**config.mk**
```make
export PLATFORM = sky130hd
export DESIGN_NAME = timer16_capture_compare_core
export DESIGN_NICKNAME = d
export VERILOG_FILES = /design/src/logic/timer16_pkg.sv /design/src/logic/timer16_capture_compare_core.sv
export SDC_FILE = /design/constraint.sdc
export NUM_CORES = 1
export LEC_CHECK = 0
export BUFFER_PORTS_ARGS = -buffer_cell sky130_fd_sc_hd__buf_2
export CORE_UTILIZATION = 30
export CTS_BUF_LIST = sky130_fd_sc_hd__clkbuf_4 sky130_fd_sc_hd__clkbuf_8
export CTS_CLUSTER_DIAMETER = 150
export DETAILED_ROUTE_END_ITERATION = 8
export GPL_ROUTABILITY_DRIVEN = 0
export PLACE_DENSITY_LB_ADDON = 0.25
export SLEW_MARGIN = 15
export SYNTH_ARGS = -nofsm -noshare
export SYNTH_HDL_FRONTEND = slang
export SYNTH_SLANG_ARGS = --single-unit
```
**constraint.sdc**
```tcl
create_clock -name clk -period 2.4 [get_ports clk]
set_input_delay 0.48 -clock clk [delete_from_list [all_inputs] [get_ports clk]]
set_output_delay 0.48 -clock clk [all_outputs]
set_load 0.02 [all_outputs]
```
**src/logic/timer16_pkg.sv**
```systemverilog
// Purpose: constants and types shared by the 16-bit capture/compare timer core
// Assumes: Avalon-MM slave with 32-bit data and word-aligned byte addresses
// Notes:   mode, control and edge registers use a layout local to this core
package timer16_pkg;

   localparam int ADDR_W = 5;
   localparam int DATA_W = 32;
   localparam int CNT_W  = 16;

   localparam logic [ADDR_W-1:0] OFS_COUNT   = 5'h00;
   localparam logic [ADDR_W-1:0] OFS_CAPCMP  = 5'h04;
   localparam logic [ADDR_W-1:0] OFS_MODE    = 5'h08;
   localparam logic [ADDR_W-1:0] OFS_CCCTRL  = 5'h0C;
   localparam logic [ADDR_W-1:0] OFS_EDGE    = 5'h10;

   // mode_control_reg fields
   localparam int MODE_OPEN_LO_POS  = 2;
   localparam int MODE_OPEN_HI_POS  = 3;
   localparam int MODE_ONESHOT_POS  = 4;
   localparam int MODE_TRIGGER_POS  = 6;
   // cap_cmp_control_reg fields
   localparam int CC_CAPTURE_POS    = 0;
   localparam int CC_SOURCE_POS     = 1;
   // prescaler_edge_reg fields
   localparam int EDGE_CLKSEL_POS   = 0;
   localparam int EDGE_IN0_LO_POS   = 4;
   localparam int EDGE_IN1_LO_POS   = 6;

   localparam logic [CNT_W-1:0] CNT_RESET    = 16'h0000;
   localparam logic [CNT_W-1:0] CAPCMP_RESET = 16'h0000;
   localparam logic [7:0]       MODE_RESET   = 8'h00;
   localparam logic [1:0]       CCCTRL_RESET = 2'h0;
   localparam logic [7:0]       EDGE_RESET   = 8'h00;

   typedef enum logic [1:0] {
      OP_STOP       = 2'b00,
      OP_FREE_RUN   = 2'b01,
      OP_CLR_ON_IN0 = 2'b10,
      OP_CLR_ON_CMP = 2'b11
   } op_mode_type;

   typedef enum logic [1:0] {
      EDGE_FALL = 2'b00,
      EDGE_RISE = 2'b01,
      EDGE_BAD  = 2'b10,
      EDGE_BOTH = 2'b11
   } edge_sel_type;

   typedef struct packed {
      logic              read;
      logic              write;
      logic [ADDR_W-1:0] address;
      logic [DATA_W-1:0] writedata;
      logic [3:0]        byteenable;
   } avs_req_type;

endpackage

```
**src/logic/timer16_capture_compare_core.sv**
```systemverilog
// Purpose: 16-bit up-counter with one capture/compare register, Avalon-MM slave
// Assumes: timer pins are synchronous to clk; one access takes two cycles
// Notes:   count clock is clk itself or the valid edge of input 0
`timescale 1ns/1ns

module timer16_capture_compare_core
   import timer16_pkg::*;
(
   input  wire logic              clk,
   input  wire logic              rst_n,
   input  wire avs_req_type       avs_req,
   output      logic [DATA_W-1:0] avs_readdata,
   output      logic              avs_waitrequest,
   input  wire logic              timer_in_pin0,
   input  wire logic              timer_in_pin1,
   output      logic              first_match_irq
);

   logic [CNT_W-1:0]  count_value_r;
   logic [CNT_W-1:0]  count_value_nxt;
   logic [CNT_W-1:0]  first_cap_cmp_reg_r;
   logic [CNT_W-1:0]  first_cap_cmp_reg_nxt;
   logic [7:0]        mode_control_reg_r;
   logic [1:0]        cap_cmp_control_reg_r;
   logic [7:0]        prescaler_edge_reg_r;
   logic              waitrequest_r;
   logic [DATA_W-1:0] readdata_r;
   logic [DATA_W-1:0] readdata_nxt;
   logic              irq_r;
   logic              pin0_prev_r;
   logic              pin1_prev_r;
   logic              tick_pending_r;
   logic              fresh_start_r;

   // ---- bus decode ----
   logic              req_any;
   logic              accept;
   logic              wr_accept;
   logic              rd_first;
   logic              sel_count;
   logic              sel_capcmp;
   logic              sel_mode;
   logic              sel_ccctrl;
   logic              sel_edge;
   logic              full_half;
   logic              wr_capcmp;
   logic              wr_mode;
   logic              wr_ccctrl;
   logic              wr_edge;
   logic              oneshot_trigger_bit;

   assign req_any    = avs_req.read | avs_req.write;
   assign accept     = req_any & ~waitrequest_r;
   assign wr_accept  = avs_req.write & ~waitrequest_r;
   assign rd_first   = avs_req.read & waitrequest_r;
   assign sel_count  = (avs_req.address == OFS_COUNT);
   assign sel_capcmp = (avs_req.address == OFS_CAPCMP);
   assign sel_mode   = (avs_req.address == OFS_MODE);
   assign sel_ccctrl = (avs_req.address == OFS_CCCTRL);
   assign sel_edge   = (avs_req.address == OFS_EDGE);
   assign full_half  = (avs_req.byteenable[1:0] == 2'h3);

   assign wr_capcmp  = wr_accept & sel_capcmp & full_half;
   assign wr_mode    = wr_accept & sel_mode & avs_req.byteenable[0];
   assign wr_ccctrl  = wr_accept & sel_ccctrl & avs_req.byteenable[0];
   assign wr_edge    = wr_accept & sel_edge & avs_req.byteenable[0];
   assign oneshot_trigger_bit = wr_mode & avs_req.writedata[MODE_TRIGGER_POS];

   // ---- control fields ----
   logic              op_enable_hi;
   logic              op_enable_lo;
   op_mode_type       op_mode;
   logic              running;
   logic              oneshot_mode;
   logic              capture_mode_select;
   logic              capture_source_select;
   logic              count_from_pin0;
   edge_sel_type      in0_edge_sel;
   edge_sel_type      in1_edge_sel;

   assign op_enable_hi          = mode_control_reg_r[MODE_OPEN_HI_POS];
   assign op_enable_lo          = mode_control_reg_r[MODE_OPEN_LO_POS];
   assign op_mode               = op_mode_type'({op_enable_hi, op_enable_lo});
   // run whenever enable bits are not 00
   assign running               = (op_mode != OP_STOP);
   assign oneshot_mode          = mode_control_reg_r[MODE_ONESHOT_POS];
   assign capture_mode_select   = cap_cmp_control_reg_r[CC_CAPTURE_POS];
   assign capture_source_select = cap_cmp_control_reg_r[CC_SOURCE_POS];
   assign count_from_pin0       = prescaler_edge_reg_r[EDGE_CLKSEL_POS];
   assign in0_edge_sel = edge_sel_type'(prescaler_edge_reg_r[EDGE_IN0_LO_POS +: 2]);
   assign in1_edge_sel = edge_sel_type'(prescaler_edge_reg_r[EDGE_IN1_LO_POS +: 2]);

   // ---- pin edge detection ----
   logic              pin0_rise;
   logic              pin0_fall;
   logic              pin1_rise;
   logic              pin1_fall;
   logic              in0_valid;
   logic              in0_cap_edge;
   logic              in1_valid;
   logic              capture_trig;

   assign pin0_rise = timer_in_pin0 & ~pin0_prev_r;
   assign pin0_fall = ~timer_in_pin0 & pin0_prev_r;
   assign pin1_rise = timer_in_pin1 & ~pin1_prev_r;
   assign pin1_fall = ~timer_in_pin1 & pin1_prev_r;

   // code 10 is left unprogrammed by software and detects nothing
   assign in0_valid = ((in0_edge_sel == EDGE_FALL) & pin0_fall)
                    | ((in0_edge_sel == EDGE_RISE) & pin0_rise)
                    | ((in0_edge_sel == EDGE_BOTH) & (pin0_rise | pin0_fall));

   // capture on the edge opposite the valid edge
   assign in0_cap_edge = ((in0_edge_sel == EDGE_RISE) & pin0_fall)
                       | ((in0_edge_sel == EDGE_FALL) & pin0_rise);

   // input 1 captures on its own valid edge
   assign in1_valid = ((in1_edge_sel == EDGE_FALL) & pin1_fall)
                    | ((in1_edge_sel == EDGE_RISE) & pin1_rise)
                    | ((in1_edge_sel == EDGE_BOTH) & (pin1_rise | pin1_fall));

   assign capture_trig = capture_source_select ? in0_cap_edge : in1_valid;

   // ---- count clock and freeze ----
   logic              src_tick;
   logic              freeze;
   logic              tick;
   logic              pending_nxt;

   assign src_tick = running & (count_from_pin0 ? in0_valid : 1'b1);
   // hold count clock during the snapshot cycle
   assign freeze   = rd_first & sel_count & running;
   assign tick     = running & ~freeze & (src_tick | tick_pending_r);
   assign pending_nxt = running & freeze & (src_tick | tick_pending_r);

   // ---- compare and clear ----
   logic              compare_mode;
   logic              at_compare;
   logic              match_evt;
   logic              clr_in0;
   logic              clr_match;
   logic              clr_oneshot;
   logic              clr_any;

   assign compare_mode = ~capture_mode_select;
   assign at_compare   = (count_value_r == first_cap_cmp_reg_r);

   // match when leaving the compare value, not the start value
   assign match_evt = compare_mode & tick & at_compare
                    & ~(fresh_start_r & (count_value_r == CNT_RESET));

   // clear on input 0 valid edge
   assign clr_in0     = (op_mode == OP_CLR_ON_IN0) & in0_valid;
   assign clr_match   = (op_mode == OP_CLR_ON_CMP) & compare_mode & tick & at_compare;
   assign clr_oneshot = running & oneshot_mode & (oneshot_trigger_bit | in0_valid);
   assign clr_any     = clr_in0 | clr_match | clr_oneshot;

   always_comb begin
      count_value_nxt = count_value_r;
      if (!running) begin
         count_value_nxt = CNT_RESET;
      end else if (clr_any) begin
         count_value_nxt = CNT_RESET;
      end else if (tick) begin
         count_value_nxt = count_value_r + 16'h0001;
      end
   end

   // capture only in capture mode; capture wins over a write
   always_comb begin
      first_cap_cmp_reg_nxt = first_cap_cmp_reg_r;
      if (wr_capcmp) begin
         first_cap_cmp_reg_nxt = avs_req.writedata[CNT_W-1:0];
      end
      if (capture_mode_select && capture_trig && running) begin
         first_cap_cmp_reg_nxt = count_value_r;
      end
   end

   // counter read only snapshots; nothing else is loaded
   always_comb begin
      readdata_nxt = '0;
      if (sel_count) begin
         readdata_nxt[CNT_W-1:0] = count_value_r;
      end else if (sel_capcmp) begin
         // read samples the register; a same-cycle capture lands after
         readdata_nxt[CNT_W-1:0] = first_cap_cmp_reg_r;
      end else if (sel_mode) begin
         readdata_nxt[7:0] = mode_control_reg_r & ~(8'h01 << MODE_TRIGGER_POS);
      end else if (sel_ccctrl) begin
         readdata_nxt[1:0] = cap_cmp_control_reg_r;
      end else if (sel_edge) begin
         readdata_nxt[7:0] = prescaler_edge_reg_r;
      end
   end

   // ---- bus handshake: wait one cycle, then answer ----
   always_ff @(posedge clk or negedge rst_n) begin
      if (!rst_n) begin
         waitrequest_r <= 1'b1;
         readdata_r    <= '0;
      end else begin
         waitrequest_r <= ~(req_any & waitrequest_r);
         if (rd_first) begin
            readdata_r <= readdata_nxt;
         end
      end
   end

   // ---- control registers ----
   always_ff @(posedge clk or negedge rst_n) begin
      if (!rst_n) begin
         mode_control_reg_r    <= MODE_RESET;
         cap_cmp_control_reg_r <= CCCTRL_RESET;
         prescaler_edge_reg_r  <= EDGE_RESET;
      end else begin
         if (wr_mode) begin
            mode_control_reg_r <= avs_req.writedata[7:0] & ~(8'h01 << MODE_TRIGGER_POS);
         end
         if (wr_ccctrl) begin
            cap_cmp_control_reg_r <= avs_req.writedata[1:0];
         end
         if (wr_edge) begin
            prescaler_edge_reg_r <= avs_req.writedata[7:0];
         end
      end
   end

   // ---- counter, capture/compare, pins ----
   always_ff @(posedge clk or negedge rst_n) begin
      if (!rst_n) begin
         count_value_r       <= CNT_RESET;
         first_cap_cmp_reg_r <= CAPCMP_RESET;
         tick_pending_r      <= 1'b0;
         pin0_prev_r         <= 1'b0;
         pin1_prev_r         <= 1'b0;
      end else begin
         count_value_r       <= count_value_nxt;
         first_cap_cmp_reg_r <= first_cap_cmp_reg_nxt;
         tick_pending_r      <= pending_nxt;
         pin0_prev_r         <= timer_in_pin0;
         pin1_prev_r         <= timer_in_pin1;
      end
   end

   // start marker suppresses a match leaving 0000 before the first count tick or clear
   always_ff @(posedge clk or negedge rst_n) begin
      if (!rst_n) begin
         fresh_start_r <= 1'b1;
      end else if (!running) begin
         fresh_start_r <= 1'b1;
      end else if (tick || clr_any) begin
         fresh_start_r <= 1'b0;
      end
   end

   always_ff @(posedge clk or negedge rst_n) begin
      if (!rst_n) begin
         irq_r <= 1'b0;
      end else begin
         irq_r <= match_evt;
      end
   end

   assign avs_readdata    = readdata_r;
   assign avs_waitrequest = waitrequest_r;
   assign first_match_irq = irq_r;

endmodule

```
==> run_results.csv <==
group,metric,value,unit
sta,relSlewSlack,0.650,
routing,wl_met2,4470,um
global_route,first_global_vias,2956,
worst_setup_path,crit_path_start_kind,"flop",
worst_setup_path,rrSetupSlack,0.31,ns
floorplanning,dieArea,13400,sq um
placed_design,dpl.hpwl,6800,um
worst_setup_path,crit_type,"reg2reg",
sta,max_freq,0.480,GHz
worst_hold_path,min_path_type,"in2async",
clock_network,cts_hold_buf,0,
clock_network,post_cts_buffers,0,
clock_network,cts_resized,0,
yosys,synth_area,3890,sq um
pwr,pwr_density_cell,603,nW/um^2
worst_setup_path,cp-end-kind,"flop",
worst_setup_path,r2r-end,"count_value_r[5]$_DFFE_PN0P_",
yosys,syn_inst,392,
cells_and_area,n_fill_cell,1336,
worst_setup_path,rr_worst_depth,8,
worst_setup_path,worstPathArrival,2.36,ns
worst_setup_path,crit_fanout,7,
cells_and_area,final_common_cell,"dfrtp_1",
clock_network,cts_max_level,3,
clock_network,clock_latency,0.35,ns
global_route,grt_max_degree,72,
yosys,synth_edf_count,0,
worst_setup_path,cpMostUsedCell,"o21ai_0",
worst_setup_path,cp_top_family,"compound AO/OA/AOI/OAI gates",
run,maxCapViolCount,0,
floorplanning,rows,41,
routing,met3_length,346,um
pwr,ir_drop,0.428,mV
worst_setup_path,timing.rr.start,"pin0_prev_r$_DFF_PN0_",
yosys,synth.avg_cell_area,9.93,sq um
yosys,ys_seq_area_frac,0.457,
yosys,synth_cell_types,51,
sta,slew_viol_final,0,
cells_and_area,multi_input_area,1890,sq um
placed_design,pre_cts_slack,0.108,ns
sta,fin_tns_setup,0,ns
routing,wl,9320,um
global_route,track_usage,0.151,
clock_network,cts_made_buffers,9,
pwr,p_leak,2.17,nW
cells_and_area,nNetsFinal,489,
worst_setup_path,worst-path-buf-inv,2,
global_route,grt_pass1_wl,15500,um
worst_setup_path,critical-path-max-stage-delay,0.37,ns
cells_and_area,final-seq-area,1780,sq um
clock_network,cts_tree,"done",
placed_design,portBuffers,46,
routing,via_per_inst,4.92,
floorplanning,ios,81,
cells_and_area,final_cell_mix,"dfrtp_1, buf_2, a21oi_1",
routing,highest_layer,"met4",
status,status,"finished, final reports clean",
clock_network,clk_transition_reported_paths,0.08,ns
floorplanning,die_x,116,um
sta,fin_crit_sh,0.869,
routing,drt_first_iter_violations,117,
worst_setup_path,cp.required,2.68,ns
clock_network,root_buffer,"clkbuf_8",
floorplanning,coreArea,12600,sq um
global_route,antenna_found_initial,0,
clock_network,clock_path_buffers,2,
clock_network,cts_sinks,71,
cells_and_area,synthToLayoutAreaGrowth,15.4,%
cells_and_area,drive_above_1_share,0.238,
global_route,grt_overflow,0,
routing,detail_route.wl_per_cell,15.2,um
cells_and_area,fin_cells,613,
sta,hold_viol,0,
placed_design,placed_cells,597,
sta,finClkSkew,0.00840,ns
sta,timing.final.crit_period,2.09,ns
sta,tightest_slew,0.524,ns
floorplanning,start_util,0.309,
yosys,synthArstFlopShare,1.00,
sta,rsz0062_at_grt,"false",
routing,first_pass_iters,5,
worst_setup_path,crit_chain,"inv_1 -> ha_1 -> or2_2 -> a31o_2 -> o21ai_0 -> buf_4 -> o21ai_0 -> a21oi_1",
routing,antenna_left,0,
routing,drc,0,
yosys,ys.flop_type,"dfrtp_1",
sta,setup_viol,0,
worst_setup_path,slowest_stage,"o21ai_0",
yosys,ys_warn_count,0,
sta,fin_ws,0.315,ns
cells_and_area,diodes,0,
floorplanning,die_y,116,um
routing,route.vias.total,3014,
yosys,ys_ff_latch,71,
routing,wl_met1,4340,um
==> Yosys cell counts, types with 3 or more instances <==
cell,n,area share
nor3_1,3,0.0039
ha_1,6,0.019
nand3_1,4,0.0051
and3_1,5,0.0080
o21ai_0,20,0.026
nor4_1,6,0.0096
nor2_1,32,0.031
a21o_1,7,0.013
nand4_1,7,0.011
xor2_1,21,0.047
a22oi_1,8,0.015
nand2_1,26,0.025
clkbuf_1,19,0.018
o211ai_1,3,0.0058
or3_1,7,0.011
a222oi_1,7,0.018
buf_4,16,0.031
inv_1,7,0.0067
a21oi_1,34,0.044
a311oi_1,3,0.0067
dfrtp_1,69,0.44
mux2_2,17,0.049
buf_2,7,0.0090
o2111ai_1,4,0.0090
mux2i_1,19,0.049
==> logic make-up after synthesis <==
group	count (synthesis)	synth area share
AND/OR/NAND/NOR	108	0.146
AO/OA/AOI/OAI	95	0.155
flip-flops	71	0.457
buffers and inverters	52	0.0726
multiplexers	36	0.0980
XOR/XNOR	23	0.0517
adder cells (fa/ha/maj)	6	0.0193
other	1	0.000963
==> where the power goes <==
group / internal, mW / switching [mW]
combinational: 0.175 / 0.248
sequential: 1.29 / 0.0925
clock: 0.452 / 0.455
total: 1.91 / 0.796
==> cell type report <==
cell class | count | area share
flip-flops and latches | 71 | 0.396
clock inverters | 3 | 0.00390
well taps | 172 | 0.0479
inverters | 7 | 0.00585
multi-input cells | 284 | 0.421
repair buffers | 63 | 0.0880
clock buffers | 13 | 0.0370
==> worst max-delay path by stage <==
| stage | startpoint | endpoint | cells past startpoint | slack [ns] |
|---|---|---|---|---|
| 2_1_floorplan | timer_in_pin0 | count_value_r[13]$_DFFE_PN0P_ | 8 | 0.35 |
| 3_3_place_gp | timer_in_pin0 | count_value_r[7]$_DFFE_PN0P_ | 8 | 0.21 |
| 3_5_place_dp | timer_in_pin0 | count_value_r[5]$_DFFE_PN0P_ | 8 | 0.11 |
| 4_1_cts | pin0_prev_r$_DFF_PN0_ | count_value_r[5]$_DFFE_PN0P_ | 8 | 0.33 |
| 5_1_grt | pin0_prev_r$_DFF_PN0_ | count_value_r[7]$_DFFE_PN0P_ | 8 | 0.11 |
| 6_report | pin0_prev_r$_DFF_PN0_ | count_value_r[5]$_DFFE_PN0P_ | 8 | 0.31 |
==> per-stage QoR <==
| step | power, mW | util | area (sq um) | hold WS [ns] |
|---|---|---|---|---|
| detailed placement | 1.83 | 0.342 | 4310 | 0.461 |
| global route | 2.85 | 0.356 | 4490 | 0.168 |
| finish | 2.71 | 0.356 | 4490 | 0.151 |
| global placement | 1.82 | 0.342 | 4310 | 0.456 |
| floorplan | 1.68 | - | 3950 | 0.184 |
| CTS | 2.74 | 0.356 | 4490 | 0.155 |
==> flip-flops by register name (all words and copies together) (netlist names) <==
| register | flops |
|---|---|
| avs_waitrequest | 1 |
| count_value_r | 16 |
| prescaler_edge_reg_r | 8 |
| tick_pending_r | 1 |
| pin0_prev_r | 1 |
| first_match_irq | 1 |
| avs_readdata | 16 |
| fresh_start_r | 1 |
| pin1_prev_r | 1 |
| cap_cmp_control_reg_r | 2 |
| first_cap_cmp_reg_r | 16 |
| mode_control_reg_r | 7 |
==> routing by layer <==
metal  vias up  global-route usage
li1       1464                   -
met1      1472               0.200
met2        66               0.245
met3        12              0.0277
met4         0              0.0581
met5         -                   0
No activity file was read; power rests on OpenSTA's default activity.
